$ cat src/dct_pkg.sv
// Purpose: Shared constants and types for the DDR command timing block.
// Assumes: Pins sampled by a 100 MHz system clock; APB register access.
// Notes:   Mode fields follow the usual DDR mode register layout.

package dct_pkg;

  // ==========================================================
  // Widths
  // ==========================================================
  localparam int unsigned DCT_ADDR_W = 13;
  localparam int unsigned DCT_BA_W   = 2;
  localparam int unsigned DCT_DQ_W   = 16;
  localparam int unsigned DCT_COL_W  = 6;
  localparam int unsigned DCT_MEM_AW = 8;
  localparam int unsigned DCT_PAW    = 12;
  localparam int unsigned DCT_PDW    = 32;

  // ==========================================================
  // Register offsets and fields
  // ==========================================================
  localparam logic [11:0] DCT_REG_CTRL   = 12'h000;
  localparam logic [11:0] DCT_REG_STATUS = 12'h004;
  localparam logic [11:0] DCT_REG_MODE   = 12'h008;
  localparam logic [11:0] DCT_REG_WRCNT  = 12'h00C;

  localparam int unsigned DCT_CTRL_EN_BIT  = 0;
  localparam int unsigned DCT_CTRL_CLR_BIT = 1;
  localparam logic        DCT_CTRL_EN_RST  = 1'b1;

  localparam int unsigned DCT_ST_PWR_LSB = 4;
  localparam int unsigned DCT_ST_WR_BIT  = 6;
  localparam int unsigned DCT_ST_RD_BIT  = 7;

  // ==========================================================
  // Mode register layout and codes
  // ==========================================================
  localparam int unsigned DCT_MODE_BL_LSB = 0;
  localparam int unsigned DCT_MODE_BT_BIT = 3;
  localparam int unsigned DCT_MODE_CL_LSB = 4;
  localparam int unsigned DCT_AP_BIT      = 10;
  localparam logic [12:0] DCT_MODE_RST    = 13'h0022;

  localparam logic [2:0] DCT_BL_CODE_2  = 3'h1;
  localparam logic [2:0] DCT_BL_CODE_4  = 3'h2;
  localparam logic [2:0] DCT_BL_CODE_8  = 3'h3;
  localparam logic [2:0] DCT_CL_CODE_2  = 3'h2;
  localparam logic [2:0] DCT_CL_CODE_3  = 3'h3;
  localparam logic [2:0] DCT_CL_CODE_25 = 3'h6;

  // Read latency in link half-periods
  localparam logic [3:0] DCT_HALF_CL2  = 4'h4;
  localparam logic [3:0] DCT_HALF_CL25 = 4'h5;
  localparam logic [3:0] DCT_HALF_CL3  = 4'h6;

  // ==========================================================
  // Commands {ras_n, cas_n, we_n} and power states
  // ==========================================================
  typedef enum logic [2:0] {
    CMD_MRS = 3'h0,
    CMD_REF = 3'h1,
    CMD_PRE = 3'h2,
    CMD_ACT = 3'h3,
    CMD_WR  = 3'h4,
    CMD_RD  = 3'h5,
    CMD_BST = 3'h6,
    CMD_NOP = 3'h7
  } dct_cmd_t;

  typedef enum logic [1:0] {
    PWR_RUN    = 2'h0,
    PWR_PD_PRE = 2'h1,
    PWR_PD_ACT = 2'h2
  } dct_pwr_t;

endpackage : dct_pkg

$ cat src/dct_sync.sv
// Purpose: Two-flop synchroniser for a bundle of pin inputs.
// Assumes: Each bit is an independent level from outside i_clk.
// Notes:   Only the second stage may be read by other logic.

`timescale 1ns/1ps

module dct_sync #(
  parameter int unsigned W = 1
) (
  input  wire logic         i_clk,
  input  wire logic         i_reset_n,
  input  wire logic [W-1:0] i_d,
  output logic      [W-1:0] o_q
);

  logic [W-1:0] meta_ff;

  always_ff @(posedge i_clk) begin
    if (!i_reset_n) begin
      meta_ff <= '0;
      o_q     <= '0;
    end else begin
      meta_ff <= i_d;
      o_q     <= meta_ff;
    end
  end

endmodule : dct_sync

$ cat src/dct_mem.sv
// Purpose: Small array with byte-lane write enables and registered read.
// Assumes: One write and one read port on the same clock.
// Notes:   Contents are not reset; read data lag the address by one cycle.

`timescale 1ns/1ps

module dct_mem #(
  parameter int unsigned AW = 8,
  parameter int unsigned DW = 16
) (
  input  wire logic            i_clk,
  input  wire logic            i_we,
  input  wire logic [AW-1:0]   i_waddr,
  input  wire logic [DW/8-1:0] i_wbe,
  input  wire logic [DW-1:0]   i_wdata,
  input  wire logic [AW-1:0]   i_raddr,
  output logic      [DW-1:0]   o_rdata
);

  logic [DW-1:0] mem_q [0:(1<<AW)-1];

  // ==========================================================
  // Byte lanes
  // ==========================================================
  for (genvar b = 0; b < DW/8; b++) begin : g_lane
    always_ff @(posedge i_clk) begin
      if (i_we && i_wbe[b]) begin
        mem_q[i_waddr][8*b +: 8] <= i_wdata[8*b +: 8];
      end
    end
  end

  always_ff @(posedge i_clk) begin
    o_rdata <= mem_q[i_raddr];
  end

endmodule : dct_mem

$ cat src/dct_top.sv
// Purpose: Command decode, burst timing and power-down of a 4-bank x16
//          DDR memory, seen from inside the device.
// Assumes: Link clock and pins sampled by i_clk; link much slower.
// Notes:   No read preamble; data in are taken on each strobe edge from the first rise of a write burst.
//
// Behaviour
// - New WRITE during a burst truncates it; new burst data follow.
// - Consecutive WRITEs may target any bank.
// - A10 low on WRITE means no automatic precharge after the burst.
// - READ interrupting write keeps only data already supplied.
// - Precharge interrupting a BL4 write makes the strobe ignored.
// - Power-down is precharge type if all idle, else active type.
//
// Decided for this implementation: the address map and the APB slave port.

`timescale 1ns/1ps

module dct_top
  import dct_pkg::*;
(
  input  wire logic                         i_clk,
  input  wire logic                         i_reset_n,
  input  wire logic                         i_psel,
  input  wire logic                         i_penable,
  input  wire logic                         i_pwrite,
  input  wire logic [dct_pkg::DCT_PAW-1:0]  i_paddr,
  input  wire logic [dct_pkg::DCT_PDW-1:0]  i_pwdata,
  output logic      [dct_pkg::DCT_PDW-1:0]  o_prdata,
  output logic                              o_pready,
  output logic                              o_pslverr,
  input  wire logic                         i_ck,
  input  wire logic                         i_cke,
  input  wire logic                         i_cs_n,
  input  wire logic                         i_ras_n,
  input  wire logic                         i_cas_n,
  input  wire logic                         i_we_n,
  input  wire logic [dct_pkg::DCT_BA_W-1:0] i_ba,
  input  wire logic [dct_pkg::DCT_ADDR_W-1:0] i_addr,
  input  wire logic [dct_pkg::DCT_DQ_W-1:0] i_dq,
  output logic      [dct_pkg::DCT_DQ_W-1:0] o_dq,
  output logic                              o_dq_oe,
  input  wire logic                         i_dqs,
  output logic                              o_dqs,
  output logic                              o_dqs_oe,
  input  wire logic                         i_upper_byte_write_mask,
  input  wire logic                         i_lower_byte_write_mask
);

  import dct_pkg::*;

  localparam int unsigned PIN_W = 40;

  // ==========================================================
  // Pin synchronisation and edge detection
  // ==========================================================
  logic [PIN_W-1:0]      pins_s;
  logic                  ck_s, cke_s, cs_n_s, ras_n_s, cas_n_s, we_n_s;
  logic [DCT_BA_W-1:0]   ba_s;
  logic [DCT_ADDR_W-1:0] addr_s;
  logic [DCT_DQ_W-1:0]   dq_s;
  logic                  dqs_s, umask_s, lmask_s;
  logic                  ck_d_ff, dqs_d_ff, cke_prev_ff;

  dct_sync #(.W(PIN_W)) u_sync (
    .i_clk     (i_clk),
    .i_reset_n (i_reset_n),
    .i_d       ({i_ck, i_cke, i_cs_n, i_ras_n, i_cas_n, i_we_n, i_ba,
                 i_addr, i_dq, i_dqs, i_upper_byte_write_mask,
                 i_lower_byte_write_mask}),
    .o_q       (pins_s)
  );

  assign {ck_s, cke_s, cs_n_s, ras_n_s, cas_n_s, we_n_s, ba_s, addr_s,
          dq_s, dqs_s, umask_s, lmask_s} = pins_s;

  always_ff @(posedge i_clk) begin
    if (!i_reset_n) begin
      ck_d_ff  <= 1'b0;
      dqs_d_ff <= 1'b0;
    end else begin
      ck_d_ff  <= ck_s;
      dqs_d_ff <= dqs_s;
    end
  end

  logic ck_rise, ck_edge, dqs_rise, dqs_edge;
  assign ck_rise  = ck_s & ~ck_d_ff;
  assign ck_edge  = ck_s ^ ck_d_ff;
  assign dqs_rise = dqs_s & ~dqs_d_ff;
  assign dqs_edge = dqs_s ^ dqs_d_ff;

  // ==========================================================
  // Command decode
  // ==========================================================
  logic      en_ff;
  dct_pwr_t  pwr_ff;
  dct_cmd_t  cmd;
  logic      cmd_ok;
  logic      is_act, is_pre, is_wr, is_rd, is_bst, is_mrs;

  assign cmd    = dct_cmd_t'({ras_n_s, cas_n_s, we_n_s});
  // Commands only count in run state with the clock enable held high
  assign cmd_ok = ck_rise & ~cs_n_s & cke_s & en_ff & (pwr_ff == PWR_RUN);
  assign is_act = cmd_ok & (cmd == CMD_ACT);
  assign is_pre = cmd_ok & (cmd == CMD_PRE);
  assign is_wr  = cmd_ok & (cmd == CMD_WR);
  assign is_rd  = cmd_ok & (cmd == CMD_RD);
  assign is_bst = cmd_ok & (cmd == CMD_BST);
  assign is_mrs = cmd_ok & (cmd == CMD_MRS) & (ba_s == '0);

  // ==========================================================
  // Mode register
  // ==========================================================
  logic [DCT_ADDR_W-1:0] mode_ff;
  logic [2:0]            bl_mask;
  logic [3:0]            cl_half;
  logic                  il_mode;

  always_ff @(posedge i_clk) begin
    if (!i_reset_n) begin
      mode_ff <= DCT_MODE_RST;
    end else if (is_mrs) begin
      // Waiting out the mode delay is the controller's job
      mode_ff <= addr_s;
    end
  end

  always_comb begin
    unique case (mode_ff[DCT_MODE_BL_LSB +: 3])
      DCT_BL_CODE_2: bl_mask = 3'h1;
      DCT_BL_CODE_4: bl_mask = 3'h3;
      DCT_BL_CODE_8: bl_mask = 3'h7;
      default:       bl_mask = 3'h3;
    endcase
    unique case (mode_ff[DCT_MODE_CL_LSB +: 3])
      DCT_CL_CODE_25: cl_half = DCT_HALF_CL25;
      DCT_CL_CODE_3:  cl_half = DCT_HALF_CL3;
      default:        cl_half = DCT_HALF_CL2;
    endcase
  end
  assign il_mode = mode_ff[DCT_MODE_BT_BIT];

  function automatic logic [DCT_COL_W-1:0] burst_col(
    input logic [DCT_COL_W-1:0] base,
    input logic [2:0]           idx,
    input logic [2:0]           mask,
    input logic                 il
  );
    logic [2:0] low;
    low = il ? (base[2:0] ^ idx) : 3'(base[2:0] + idx);
    burst_col = {base[DCT_COL_W-1:3], (base[2:0] & ~mask) | (low & mask)};
  endfunction : burst_col

  // ==========================================================
  // Write burst
  // ==========================================================
  logic                 wr_act_ff, wr_seen_ff, wr_ap_ff;
  logic [2:0]           wr_idx_ff;
  logic [DCT_BA_W-1:0]  wr_bank_ff;
  logic [DCT_COL_W-1:0] wr_col_ff;
  logic                 wr_cap, wr_last;

  // Burst starts on a strobe rise; falls before it are preamble
  assign wr_cap  = wr_act_ff & dqs_edge & (dqs_rise | wr_seen_ff);
  assign wr_last = wr_idx_ff == bl_mask;

  always_ff @(posedge i_clk) begin
    if (!i_reset_n) begin
      wr_act_ff  <= 1'b0;
      wr_seen_ff <= 1'b0;
      wr_ap_ff   <= 1'b0;
      wr_idx_ff  <= '0;
      wr_bank_ff <= '0;
      wr_col_ff  <= '0;
    end else if (is_wr) begin
      wr_act_ff  <= 1'b1;
      wr_seen_ff <= 1'b0;
      wr_idx_ff  <= '0;
      wr_bank_ff <= ba_s;
      wr_col_ff  <= addr_s[DCT_COL_W-1:0];
      wr_ap_ff   <= addr_s[DCT_AP_BIT];
    end else if (is_rd) begin
      wr_act_ff  <= 1'b0;
    end else if (is_pre) begin
      wr_act_ff  <= 1'b0;
    end else if (wr_cap) begin
      wr_seen_ff <= 1'b1;
      wr_idx_ff  <= wr_idx_ff + 3'h1;
      if (wr_last) begin
        wr_act_ff <= 1'b0;
      end
    end
  end

  // ==========================================================
  // Read burst
  // ==========================================================
  logic                 rd_pend_ff, rd_ap_ff;
  logic [3:0]           rd_lat_ff;
  logic [2:0]           rd_idx_ff;
  logic [DCT_BA_W-1:0]  rd_bank_ff;
  logic [DCT_COL_W-1:0] rd_col_ff;
  logic                 rd_emit, rd_last;

  assign rd_emit = rd_pend_ff & ck_edge & (rd_lat_ff == 4'h0);
  assign rd_last = rd_idx_ff == bl_mask;

  always_ff @(posedge i_clk) begin
    if (!i_reset_n) begin
      rd_pend_ff <= 1'b0;
      rd_ap_ff   <= 1'b0;
      rd_lat_ff  <= '0;
      rd_idx_ff  <= '0;
      rd_bank_ff <= '0;
      rd_col_ff  <= '0;
    end else if (is_rd) begin
      rd_pend_ff <= 1'b1;
      rd_lat_ff  <= cl_half - 4'h1;
      rd_idx_ff  <= '0;
      rd_bank_ff <= ba_s;
      rd_col_ff  <= addr_s[DCT_COL_W-1:0];
      rd_ap_ff   <= addr_s[DCT_AP_BIT];
    end else if (is_bst) begin
      // Terminate ends the read so a write may follow
      rd_pend_ff <= 1'b0;
    end else if (rd_pend_ff && ck_edge) begin
      // A precharge does not cut data already in flight
      if (rd_lat_ff != 4'h0) begin
        rd_lat_ff <= rd_lat_ff - 4'h1;
      end else begin
        rd_idx_ff <= rd_idx_ff + 3'h1;
        if (rd_last) begin
          rd_pend_ff <= 1'b0;
        end
      end
    end
  end

  // ==========================================================
  // Data array
  // ==========================================================
  logic [DCT_DQ_W-1:0] mem_rdata;

  dct_mem #(.AW(DCT_MEM_AW), .DW(DCT_DQ_W)) u_mem (
    .i_clk   (i_clk),
    .i_we    (wr_cap),
    .i_waddr ({wr_bank_ff,
               burst_col(wr_col_ff, wr_idx_ff, bl_mask, il_mode)}),
    .i_wbe   ({~umask_s, ~lmask_s}),
    .i_wdata (dq_s),
    .i_raddr ({rd_bank_ff,
               burst_col(rd_col_ff, rd_idx_ff, bl_mask, il_mode)}),
    .o_rdata (mem_rdata)
  );

  // Pins are driven for one half-period per element
  always_ff @(posedge i_clk) begin
    if (!i_reset_n) begin
      o_dq     <= '0;
      o_dq_oe  <= 1'b0;
      o_dqs    <= 1'b0;
      o_dqs_oe <= 1'b0;
    end else if (rd_emit) begin
      o_dq     <= mem_rdata;
      o_dq_oe  <= 1'b1;
      o_dqs    <= ~rd_idx_ff[0];
      o_dqs_oe <= 1'b1;
    end else if (ck_edge) begin
      o_dq_oe  <= 1'b0;
      o_dqs    <= 1'b0;
      o_dqs_oe <= 1'b0;
    end
  end

  // ==========================================================
  // Bank state
  // ==========================================================
  logic [3:0] open_ff;

  always_ff @(posedge i_clk) begin
    if (!i_reset_n) begin
      open_ff <= '0;
    end else begin
      if (wr_cap && wr_last && wr_ap_ff) begin
        open_ff[wr_bank_ff] <= 1'b0;
      end
      if (rd_emit && rd_last && rd_ap_ff) begin
        open_ff[rd_bank_ff] <= 1'b0;
      end
      if (is_pre) begin
        if (addr_s[DCT_AP_BIT]) begin
          open_ff <= '0;
        end else begin
          open_ff[ba_s] <= 1'b0;
        end
      end
      if (is_act) begin
        open_ff[ba_s] <= 1'b1;
      end
    end
  end

  // ==========================================================
  // Power-down
  // ==========================================================
  always_ff @(posedge i_clk) begin
    if (!i_reset_n) begin
      cke_prev_ff <= 1'b0;
    end else if (ck_rise) begin
      cke_prev_ff <= cke_s;
    end
  end

  always_ff @(posedge i_clk) begin
    if (!i_reset_n) begin
      pwr_ff <= PWR_RUN;
    end else if (ck_rise) begin
      unique case (pwr_ff)
        PWR_RUN: begin
          // Column accesses are assumed finished by the controller
          if (cke_prev_ff && !cke_s) begin
            pwr_ff <= (open_ff == '0) ? PWR_PD_PRE : PWR_PD_ACT;
          end
        end
        PWR_PD_PRE, PWR_PD_ACT: begin
          if (cke_s) begin
            pwr_ff <= PWR_RUN;
          end
        end
        default: pwr_ff <= PWR_RUN;
      endcase
    end
  end

  // ==========================================================
  // APB slave
  // ==========================================================
  logic [15:0] wr_cnt_ff;
  logic        apb_acc, apb_wr, apb_hit;

  assign apb_acc = i_psel & i_penable & ~o_pready;
  assign apb_wr  = i_psel & i_penable & o_pready & i_pwrite;
  assign apb_hit = (i_paddr == DCT_REG_CTRL) | (i_paddr == DCT_REG_STATUS) |
                   (i_paddr == DCT_REG_MODE) | (i_paddr == DCT_REG_WRCNT);

  always_ff @(posedge i_clk) begin
    if (!i_reset_n) begin
      en_ff <= DCT_CTRL_EN_RST;
    end else if (apb_wr && i_paddr == DCT_REG_CTRL) begin
      en_ff <= i_pwdata[DCT_CTRL_EN_BIT];
    end
  end

  // Counts stored data elements; clearing loses a same-cycle count
  always_ff @(posedge i_clk) begin
    if (!i_reset_n) begin
      wr_cnt_ff <= '0;
    end else if (apb_wr && i_paddr == DCT_REG_CTRL &&
                 i_pwdata[DCT_CTRL_CLR_BIT]) begin
      wr_cnt_ff <= '0;
    end else if (wr_cap) begin
      wr_cnt_ff <= wr_cnt_ff + 16'h0001;
    end
  end

  always_ff @(posedge i_clk) begin
    if (!i_reset_n) begin
      o_pready  <= 1'b0;
      o_pslverr <= 1'b0;
      o_prdata  <= '0;
    end else begin
      o_pready  <= apb_acc;
      o_pslverr <= apb_acc & ~apb_hit;
      if (apb_acc && !i_pwrite) begin
        unique case (i_paddr)
          DCT_REG_CTRL:   o_prdata <= {31'h0, en_ff};
          DCT_REG_STATUS: o_prdata <= {24'h0, rd_pend_ff, wr_act_ff,
                                       pwr_ff, open_ff};
          DCT_REG_MODE:   o_prdata <= {19'h0, mode_ff};
          DCT_REG_WRCNT:  o_prdata <= {16'h0, wr_cnt_ff};
          default:        o_prdata <= '0;
        endcase
      end
    end
  end

endmodule : dct_top

$ cat config.mk
export PLATFORM = sky130hd
export DESIGN_NAME = dct_top
export DESIGN_NICKNAME = d
export VERILOG_FILES = /design/src/dct_pkg.sv /design/src/dct_sync.sv /design/src/dct_mem.sv /design/src/dct_top.sv
export SDC_FILE = /design/constraint.sdc
export NUM_CORES = 2
export LEC_CHECK = 0
export BUFFER_PORTS_ARGS = -buffer_cell sky130_fd_sc_hd__buf_4
export CAP_MARGIN = 20
export CORE_UTILIZATION = 35
export CTS_BUF_LIST = sky130_fd_sc_hd__clkbuf_8
export DETAILED_ROUTE_END_ITERATION = 10
export GPL_TIMING_DRIVEN = 0
export SETUP_SLACK_MARGIN = 0.15
export SYNTH_ARGS = -nofsm -noshare
export SYNTH_HDL_FRONTEND = slang
export SYNTH_SLANG_ARGS = --single-unit
$ cat constraint.sdc
create_clock -name i_clk -period 11.5 [get_ports i_clk]
set_input_delay 2.875 -clock i_clk [delete_from_list [all_inputs] [get_ports i_clk]]
set_output_delay 2.875 -clock i_clk [all_outputs]
set_load 0.01 [all_outputs]
**After elaboration in Yosys (flattened, before gate mapping)**

Memories as Yosys holds them, arrays and structs flattened. A register that Yosys moved wholly into a read port is not among the register bits.
Cells that the tools add are included.

- $lt $le $gt $ge: 6
- Reduce and logical (&&, ||, !) cells: 40
- $add $sub $neg: 7
- Equal/unequal tests: 20
- Bitwise operators: 57
- Mux-type cells: 44

Operators with widths:

| kind | number |
|---|---|
| $pmux 16 s4 | 1 |
| $mux 4 | 12 |
| $eq 12x4->1 const B | 2 |
| $and 1x1->1 | 22 |
| $mux 1 | 20 |
| $add 16x1->16 const B | 1 |
| $reduce_and 3->1 | 5 |
| $logic_and 1x1->1 | 14 |
| $not 1->1 | 13 |
| $and 3x3->3 | 4 |
| $and 4x4->4 | 3 |
| $eq 12x3->1 const B | 1 |
| $eq 3x2->1 const B | 4 |
| $eq 3x3->1 const B | 4 |
| $logic_not 12->1 | 1 |
| $not 4->4 | 3 |
| $reduce_bool 4->1 | 3 |
| $lt 2x3->1 const B | 3 |
| $logic_not 4->1 | 2 |
| $pmux 2 s2 | 2 |
| $reduce_or 2->1 | 4 |
| $sub 4x1->4 const B | 2 |
| $add 3x1->3 const B | 2 |
| $add 3x3->3 | 2 |
| other kinds (24) | 44 |

- Bits of input ports: 89
- Logic and storage cells: 203
- Register bits after elaboration: 202
- Memories kept: 1
- Output and inout port bits: 53
- RAM bits: 4,096

Memory list:

| name | depth | width | rd ports | clocked after memory_dff | wr ports | line | RTL |
|---|---|---|---|---|---|---|---|
| u_mem.mem_q | 256 | 16 | 1 | 1 | 1 | dct_mem.sv:20 | `logic [DW-1:0] mem_q [0:(1<<AW)-1];` |

**Longest topological paths before layout**

- Word-level depth: 17
- Mapped depth: 14
- Mapped depth without buffers: 10

**Hierarchy**

Synthesis repeated with hierarchy kept, for this count alone.

- Cells, all modules: 8,503
- Area, all modules: 168,107.5 um^2

By module, submodules not included:

| module | instances | cells each | area each (um^2) | seq. area each (um^2) |
|---|---|---|---|---|
| dct_mem | 1 | 7,737 | 160,706.6 | 123,318.3 |
| dct_top | 1 | 598 | 5,187.5 | 2,122.0 |
| dct_sync | 1 | 168 | 2,213.4 | 1,601.5 |

**Worst setup path before layout**

No wires, ideal clock.

- Path type: input to register
- From: in i_paddr[7] (netlist bit)
- To: reg wr_cnt_ff[10]
- Arrival time: 4,310 ps
- Data required time: 11,372 ps
- Stages: 7
- Setup slack: 7,063 ps
- Cells stage by stage: nor4_1 -> nand3_1 -> nor4_1 -> nand2_1 -> nand2_1 -> clkbuf_1 -> nor2_1

- Cells in the longest elaborated chain, start to end: 4

Ends and longest elaborated chain:

| element | line | RTL |
|---|---|---|
| start, declared | dct_top.sv:26 | `input wire logic [dct_pkg::DCT_PAW-1:0] i_paddr,` |
| $logic_not 12->1 | dct_top.sv:358 | `end else if (apb_wr && i_paddr == DCT_REG_CTRL &&` |
| $logic_and 1x1->1 (2 in series) | dct_top.sv:358 |  |
| $reduce_or 2->1 (no line) | - |  |
| end signal, assigned | dct_top.sv:362 | `wr_cnt_ff <= wr_cnt_ff + 16'h0001;` |
| end, declared | dct_top.sv:338 | `logic [15:0] wr_cnt_ff;` |

Every way passes these cells.
A chain may end at the register's enable or synchronous reset.

**Worst setup path after layout**

- From: reg rd_idx_ff[0]
- To: reg u_mem.o_rdata[0], read port of u_mem.mem_q

- Cells in the longest elaborated chain, start to end: 4
- Elaborated cells between the ends (all ways): 5
- Classes of those cells: add/sub (1); mux (1); bitwise (3)

Ends and longest elaborated chain:

| element | line | RTL |
|---|---|---|
| start, declared | dct_top.sv:200 | `logic [2:0] rd_idx_ff;` |
| start signal, assigned | dct_top.sv:231 | `rd_idx_ff <= rd_idx_ff + 3'h1;` |
| $add 3x3->3 or $xor 3x3->3 (tied branches) | dct_top.sv:150 | `low = il ? (base[2:0] ^ idx) : 3'(base[2:0] + idx);` |
| $mux 3 * | dct_top.sv:150 |  |
| $and 3x3->3 * | dct_top.sv:151 | `burst_col = {base[DCT_COL_W-1:3], (base[2:0] & ~mask) \| (low & mask)};` |
| $or 3x3->3 * | dct_top.sv:151 |  |
| end, declared | dct_mem.sv:17 | `output logic [DW-1:0] o_rdata` |

Every way passes the cells marked *; elsewhere a longest branch is shown, timed or not.

==> impl_metrics.csv <==
group,metric,value,unit
clock_tree,postCtsSetupBuffers,0,
final_layout,final_area,187800,um^2
clock_tree,clkLatencyLatePin,1270,ps
hold_path,hold_path_class,"reg -> reg",
placement,placement.io_buffers,93,
worst_setup_path,critical_path.max_stage_delay,1070,ps
clock_tree,tritoncts,"built",
clock_tree,tritoncts.num_buffers,691,
routing,drtIter0Drc,13700,
final_layout,post_route_core_utilization,40.38,%
global_routing,largest_net_degree_at_the_start_of_global_routing,97,
floorplan,starting_utilization_of_the_core_area,35.25,%
floorplan,core_area,465100,um^2
worst_setup_path,endpoint_kind,"flip-flop",
timing,final.setup_skew,80.62,ps
clock_tree,ctsRootBufferMaster,"sky130_fd_sc_hd__clkbuf_8",
synthesis,yosys_warnings,0,
synthesis,async_reset_ff_share,0,%
floorplan,die_width,686.4,um
timing,slew_limit_fails,0,
timing,worstMarginPinSlew,1347,ps
worst_setup_path,worstSetupPathDepth,12,
floorplan,die_height,686.4,um
worst_setup_path,cp_max_fo,10,
final_layout,multiInputGateArea,34430,um^2
hold_path,start_point_of_the_worst_hold_path,"u_sync.meta_ff[11]$_SDFF_PN0_",
synthesis,synth.ff_latch_count,4298,
worst_setup_path,path_buf_inv,2,
worst_setup_path,cp.required,12520,ps
worst_setup_path,critPathTopFamily,"simple AND/OR/NAND/NOR gates",
floorplan,std_cell_rows,250,
synthesis,synth_cell_types,68,
synthesis,synth_top_area_share,75.02,%
timing,max-slew-margin-rel,9.351,%
placement,gp_congestion,0.9238,
synthesis,ys_seq_area_share,77.49,%
global_routing,antenna_found_initial,46,
global_routing,grt_pass1_wl,697500,um
floorplan,dieArea,471200,um^2
clock_tree,clkSlewWorstSetupHoldPaths,60,ps
final_layout,syn2layout_area_growth,14.57,%
power,power.static_leakage,58.40,nW
global_routing,grt.total_usage,21.30,%
routing,route.detailed.drc,0,
synthesis,post-synth-top-area-cell,"sky130_fd_sc_hd__edfxtp_1",
worst_setup_path,regToRegStartpoint,"rd_idx_ff[0]$_SDFFE_PP0P_",
routing,avgViaCountPerCell,5.671,
final_layout,final.fill_count,40760,
timing,report.final.hold_viol_count,0,
worst_setup_path,critical_path.startpoint_type,"flip-flop",
global_routing,gr-total-overflow,0,
worst_setup_path,crit_path_cell_trace,"ha_1, fa_1, nor2b_2, xnor2_2, o21ai_2, clkbuf_1, nand3_2, clkbuf_1, o22ai_1, nor4_1, o22ai_1, nor4_2",
placement,detailed_place_hpwl,360100,um
synthesis,syn_area_per_cell,21.20,um^2
clock_tree,clock_sink_count,4298,
global_routing,grt_pass1_vias,87000,
floorplan,ios,142,
worst_setup_path,r2r_end,"u_mem.o_rdata[0]$_DFF_P_",
timing,final.period_utilization,57.45,%
worst_setup_path,timing.reg2reg.worst_path_depth,12,
worst_setup_path,reg2reg_slack,4890,ps
routing,vias,87410,
clock_tree,maximum_number_of_buffers_from_clock_root_to_sink,4,
synthesis,synth_edf_count,4096,
final_layout,layout-drive-gt1-share,27.30,%
synthesis,dominantRegCellSynth,"sky130_fd_sc_hd__edfxtp_1",
clock_tree,count_of_hold_buffers_inserted_by_post_cts_repair,0,
status,status,"finished clean",
timing,total_negative_slack,0,ps
power,power_per_cell_area,157.7,nW/um^2
routing,dr.pass1.iters,6,
final_layout,final_nets,8786,
routing,drt-total-wl,513800,um
synthesis,syn-cell-area,163900,um^2
timing,finalSetupViolCount,0,
hold_path,hold_path_end,"u_sync.o_q[11]$_SDFF_PN0_",
timing,grt_setup_unrepaired,"no",
routing,drt.antenna.violating_nets,0,
clock_tree,post_cts_resize_count,0,
power,max-vdd-ir-drop,0.1452,mV
routing,drt-wirelength-per-cell,33.34,um
clock_tree,clock_tree.htree_level_count,6,
worst_setup_path,crit_type,"reg -> reg",
timing,period_minus_slack,6607,ps
synthesis,postSynthCellCount,7734,
worst_setup_path,critical_path.slowest_cell,"sky130_fd_sc_hd__nor4_1",
final_layout,final-seq-area,127100,um^2
synthesis,ys_top_cells_by_area,"sky130_fd_sc_hd__edfxtp_1 (75%), sky130_fd_sc_hd__mux4_2 (14%), sky130_fd_sc_hd__dfxtp_1 (2.5%)",
job,max-cap-violations,0,
worst_setup_path,worst_ep_arrival_time,7630,ps
hold_path,hold_path_depth,1,
placement,placed_area,175200,um^2
timing,fmax,0.1514,GHz
==> worst max path at each step <==
stage,from,end
2_1_floorplan,i_paddr[7],wr_cnt_ff[10]$_SDFFE_PP0N_
3_3_place_gp,u_sync.o_q[7]$_SDFF_PN0_,u_mem.mem_q[90][4]$_DFFE_PP_
3_5_place_dp,rd_idx_ff[0]$_SDFFE_PP0P_,u_mem.o_rdata[0]$_DFF_P_
4_1_cts,rd_idx_ff[0]$_SDFFE_PP0P_,u_mem.o_rdata[0]$_DFF_P_
5_1_grt,rd_idx_ff[0]$_SDFFE_PP0P_,u_mem.o_rdata[0]$_DFF_P_
6_report,rd_idx_ff[0]$_SDFFE_PP0P_,u_mem.o_rdata[0]$_DFF_P_
==> where the power goes <==
group          leakage (nW)  switching (W)  total (W)  internal [W]
Sequential             39.3      0.0000439     0.0171        0.0171
Clock                  7.27        0.00627     0.0122       0.00595
Combinational          11.8       0.000211   0.000281     0.0000694
Total                  58.4        0.00653     0.0296        0.0231
==> Yosys cell counts (4+ instances only) <==
master                         n
sky130_fd_sc_hd__dfxtp_1     202
sky130_fd_sc_hd__nor2_1      567
sky130_fd_sc_hd__nor4_2       16
sky130_fd_sc_hd__o22ai_1     434
sky130_fd_sc_hd__a21oi_1      35
sky130_fd_sc_hd__nor3_1       15
sky130_fd_sc_hd__inv_1        25
sky130_fd_sc_hd__a2111oi_0    22
sky130_fd_sc_hd__xnor2_1      10
sky130_fd_sc_hd__o211ai_1     15
sky130_fd_sc_hd__buf_2       192
sky130_fd_sc_hd__nor4_1      110
sky130_fd_sc_hd__ha_1         12
sky130_fd_sc_hd__a2111oi_2     5
sky130_fd_sc_hd__o21ai_0      28
sky130_fd_sc_hd__and3_1        5
sky130_fd_sc_hd__nand2_1     158
sky130_fd_sc_hd__and4_1       45
sky130_fd_sc_hd__or3_1        10
sky130_fd_sc_hd__buf_4        76
sky130_fd_sc_hd__buf_6        19
sky130_fd_sc_hd__nand3_1      18
sky130_fd_sc_hd__nand3b_1      4
sky130_fd_sc_hd__nor3b_1       7
sky130_fd_sc_hd__edfxtp_1   4096
sky130_fd_sc_hd__clkbuf_1    187
sky130_fd_sc_hd__nand2b_1      9
sky130_fd_sc_hd__xor2_1       10
sky130_fd_sc_hd__o21a_1        6
sky130_fd_sc_hd__buf_1        23
sky130_fd_sc_hd__mux4_2     1037
sky130_fd_sc_hd__nor2b_1      49
sky130_fd_sc_hd__a21boi_0     29
sky130_fd_sc_hd__o211a_1      16
sky130_fd_sc_hd__and2_1       91
sky130_fd_sc_hd__nand4_1       8
sky130_fd_sc_hd__a221oi_1     19
sky130_fd_sc_hd__mux2i_1      55
sky130_fd_sc_hd__a22oi_1      23
==> cell usage in the layout (no fill, tap or decap), drive strengths merged, types with 12 or more instances in the layout <==
cell     synthesis  routed
edfxtp        4096    4096
mux4          1040    1040
clkbuf         187     897
nor2           567     567
buf            311     548
o22ai          434     434
inv             25     305
clkinv           0     222
dfxtp          202     202
nand2          159     159
nor4           126     126
and2            91      91
mux2i           55      55
nor2b           50      50
and4            45      45
a21oi           36      36
o21ai           32      32
a2111oi         30      30
a21boi          29      29
diode            0      27
a22oi           23      23
nand3           21      21
a221oi          19      19
o211ai          19      19
nor3            17      17
o211a           16      16
conb             1      16
ha              12      12
==> routing by layer <==
metal | wire [um] | vias to the layer above | GRT usage (%)
met5 | 539 | - | 0.2857
met4 | 26600 | 20 | 10.12
met3 | 64870 | 1069 | 6.820
met2 | 231700 | 5712 | 32.30
met1 | 190100 | 46270 | 27.84
li1 | - | 34340 | -
==> through the flow <==
| step | instances | power, W | hold WS, ps | setup slack, ps |
|---|---|---|---|---|
| after floorplan | 7749 | 0.01757 | 411.9 | 7063 |
| after global placement | 14020 | 0.01777 | 420.8 | 1881 |
| after detailed placement | 14150 | 0.01772 | 425.2 | 5208 |
| after CTS | 15370 | 0.02972 | 425.3 | 5174 |
| after global routing | 15390 | 0.03038 | 434.7 | 5201 |
| final | 15410 | 0.02962 | 426.6 | 4893 |
==> worst register-to-register path: stages (launching register included) <==
cell	delay, ps
sky130_fd_sc_hd__dfxtp_1	370
sky130_fd_sc_hd__ha_1	240
sky130_fd_sc_hd__fa_1	350
sky130_fd_sc_hd__nor2b_2	170
sky130_fd_sc_hd__xnor2_2	310
sky130_fd_sc_hd__o21ai_2	400
sky130_fd_sc_hd__clkbuf_1	400
sky130_fd_sc_hd__nand3_2	650
sky130_fd_sc_hd__clkbuf_1	810
sky130_fd_sc_hd__o22ai_1	250
sky130_fd_sc_hd__nor4_1	1070
sky130_fd_sc_hd__o22ai_1	530
sky130_fd_sc_hd__nor4_2	860
==> area by class of cell <==
cell class / count / share of cell area (%)
multi-input combinational: 2928 / 18.33
sequential: 4298 / 67.67
inverter: 25 / 0.04996
tap: 6174 / 4.113
clock inverter: 516 / 1.480
timing repair buffer: 241 / 1.760
antenna: 27 / 0.03597
buffer: 498 / 1.393
clock buffer: 706 / 5.173
==> registers in the layout (all words and copies together), names as in the netlist, 13 cells and up <==
name / flops
u_sync.o_q: 40
u_sync.meta_ff: 40
mode_ff: 13
u_mem.mem_q: 4096
o_dq: 16
o_prdata: 16
wr_cnt_ff: 16
u_mem.o_rdata: 16
==> logic make-up (layout without fill, tap and decap cells) <==
kind of cell             after synthesis  in the layout  share of synthesized area, %
XOR/XNOR                              21             21                        0.1168
other                                  1             43                      0.002287
AND/OR/NAND/NOR                     1128           1128                         3.349
AO/OA/AOI/OAI                        652            652                         2.668
buffers and inverters                523           1986                         1.615
flip-flops                          4298           4298                         77.49
adder cells (fa/ha/maj)               14             14                        0.1160
multiplexers                        1097           1097                         14.65
Power figures use the tool's default switching activity.
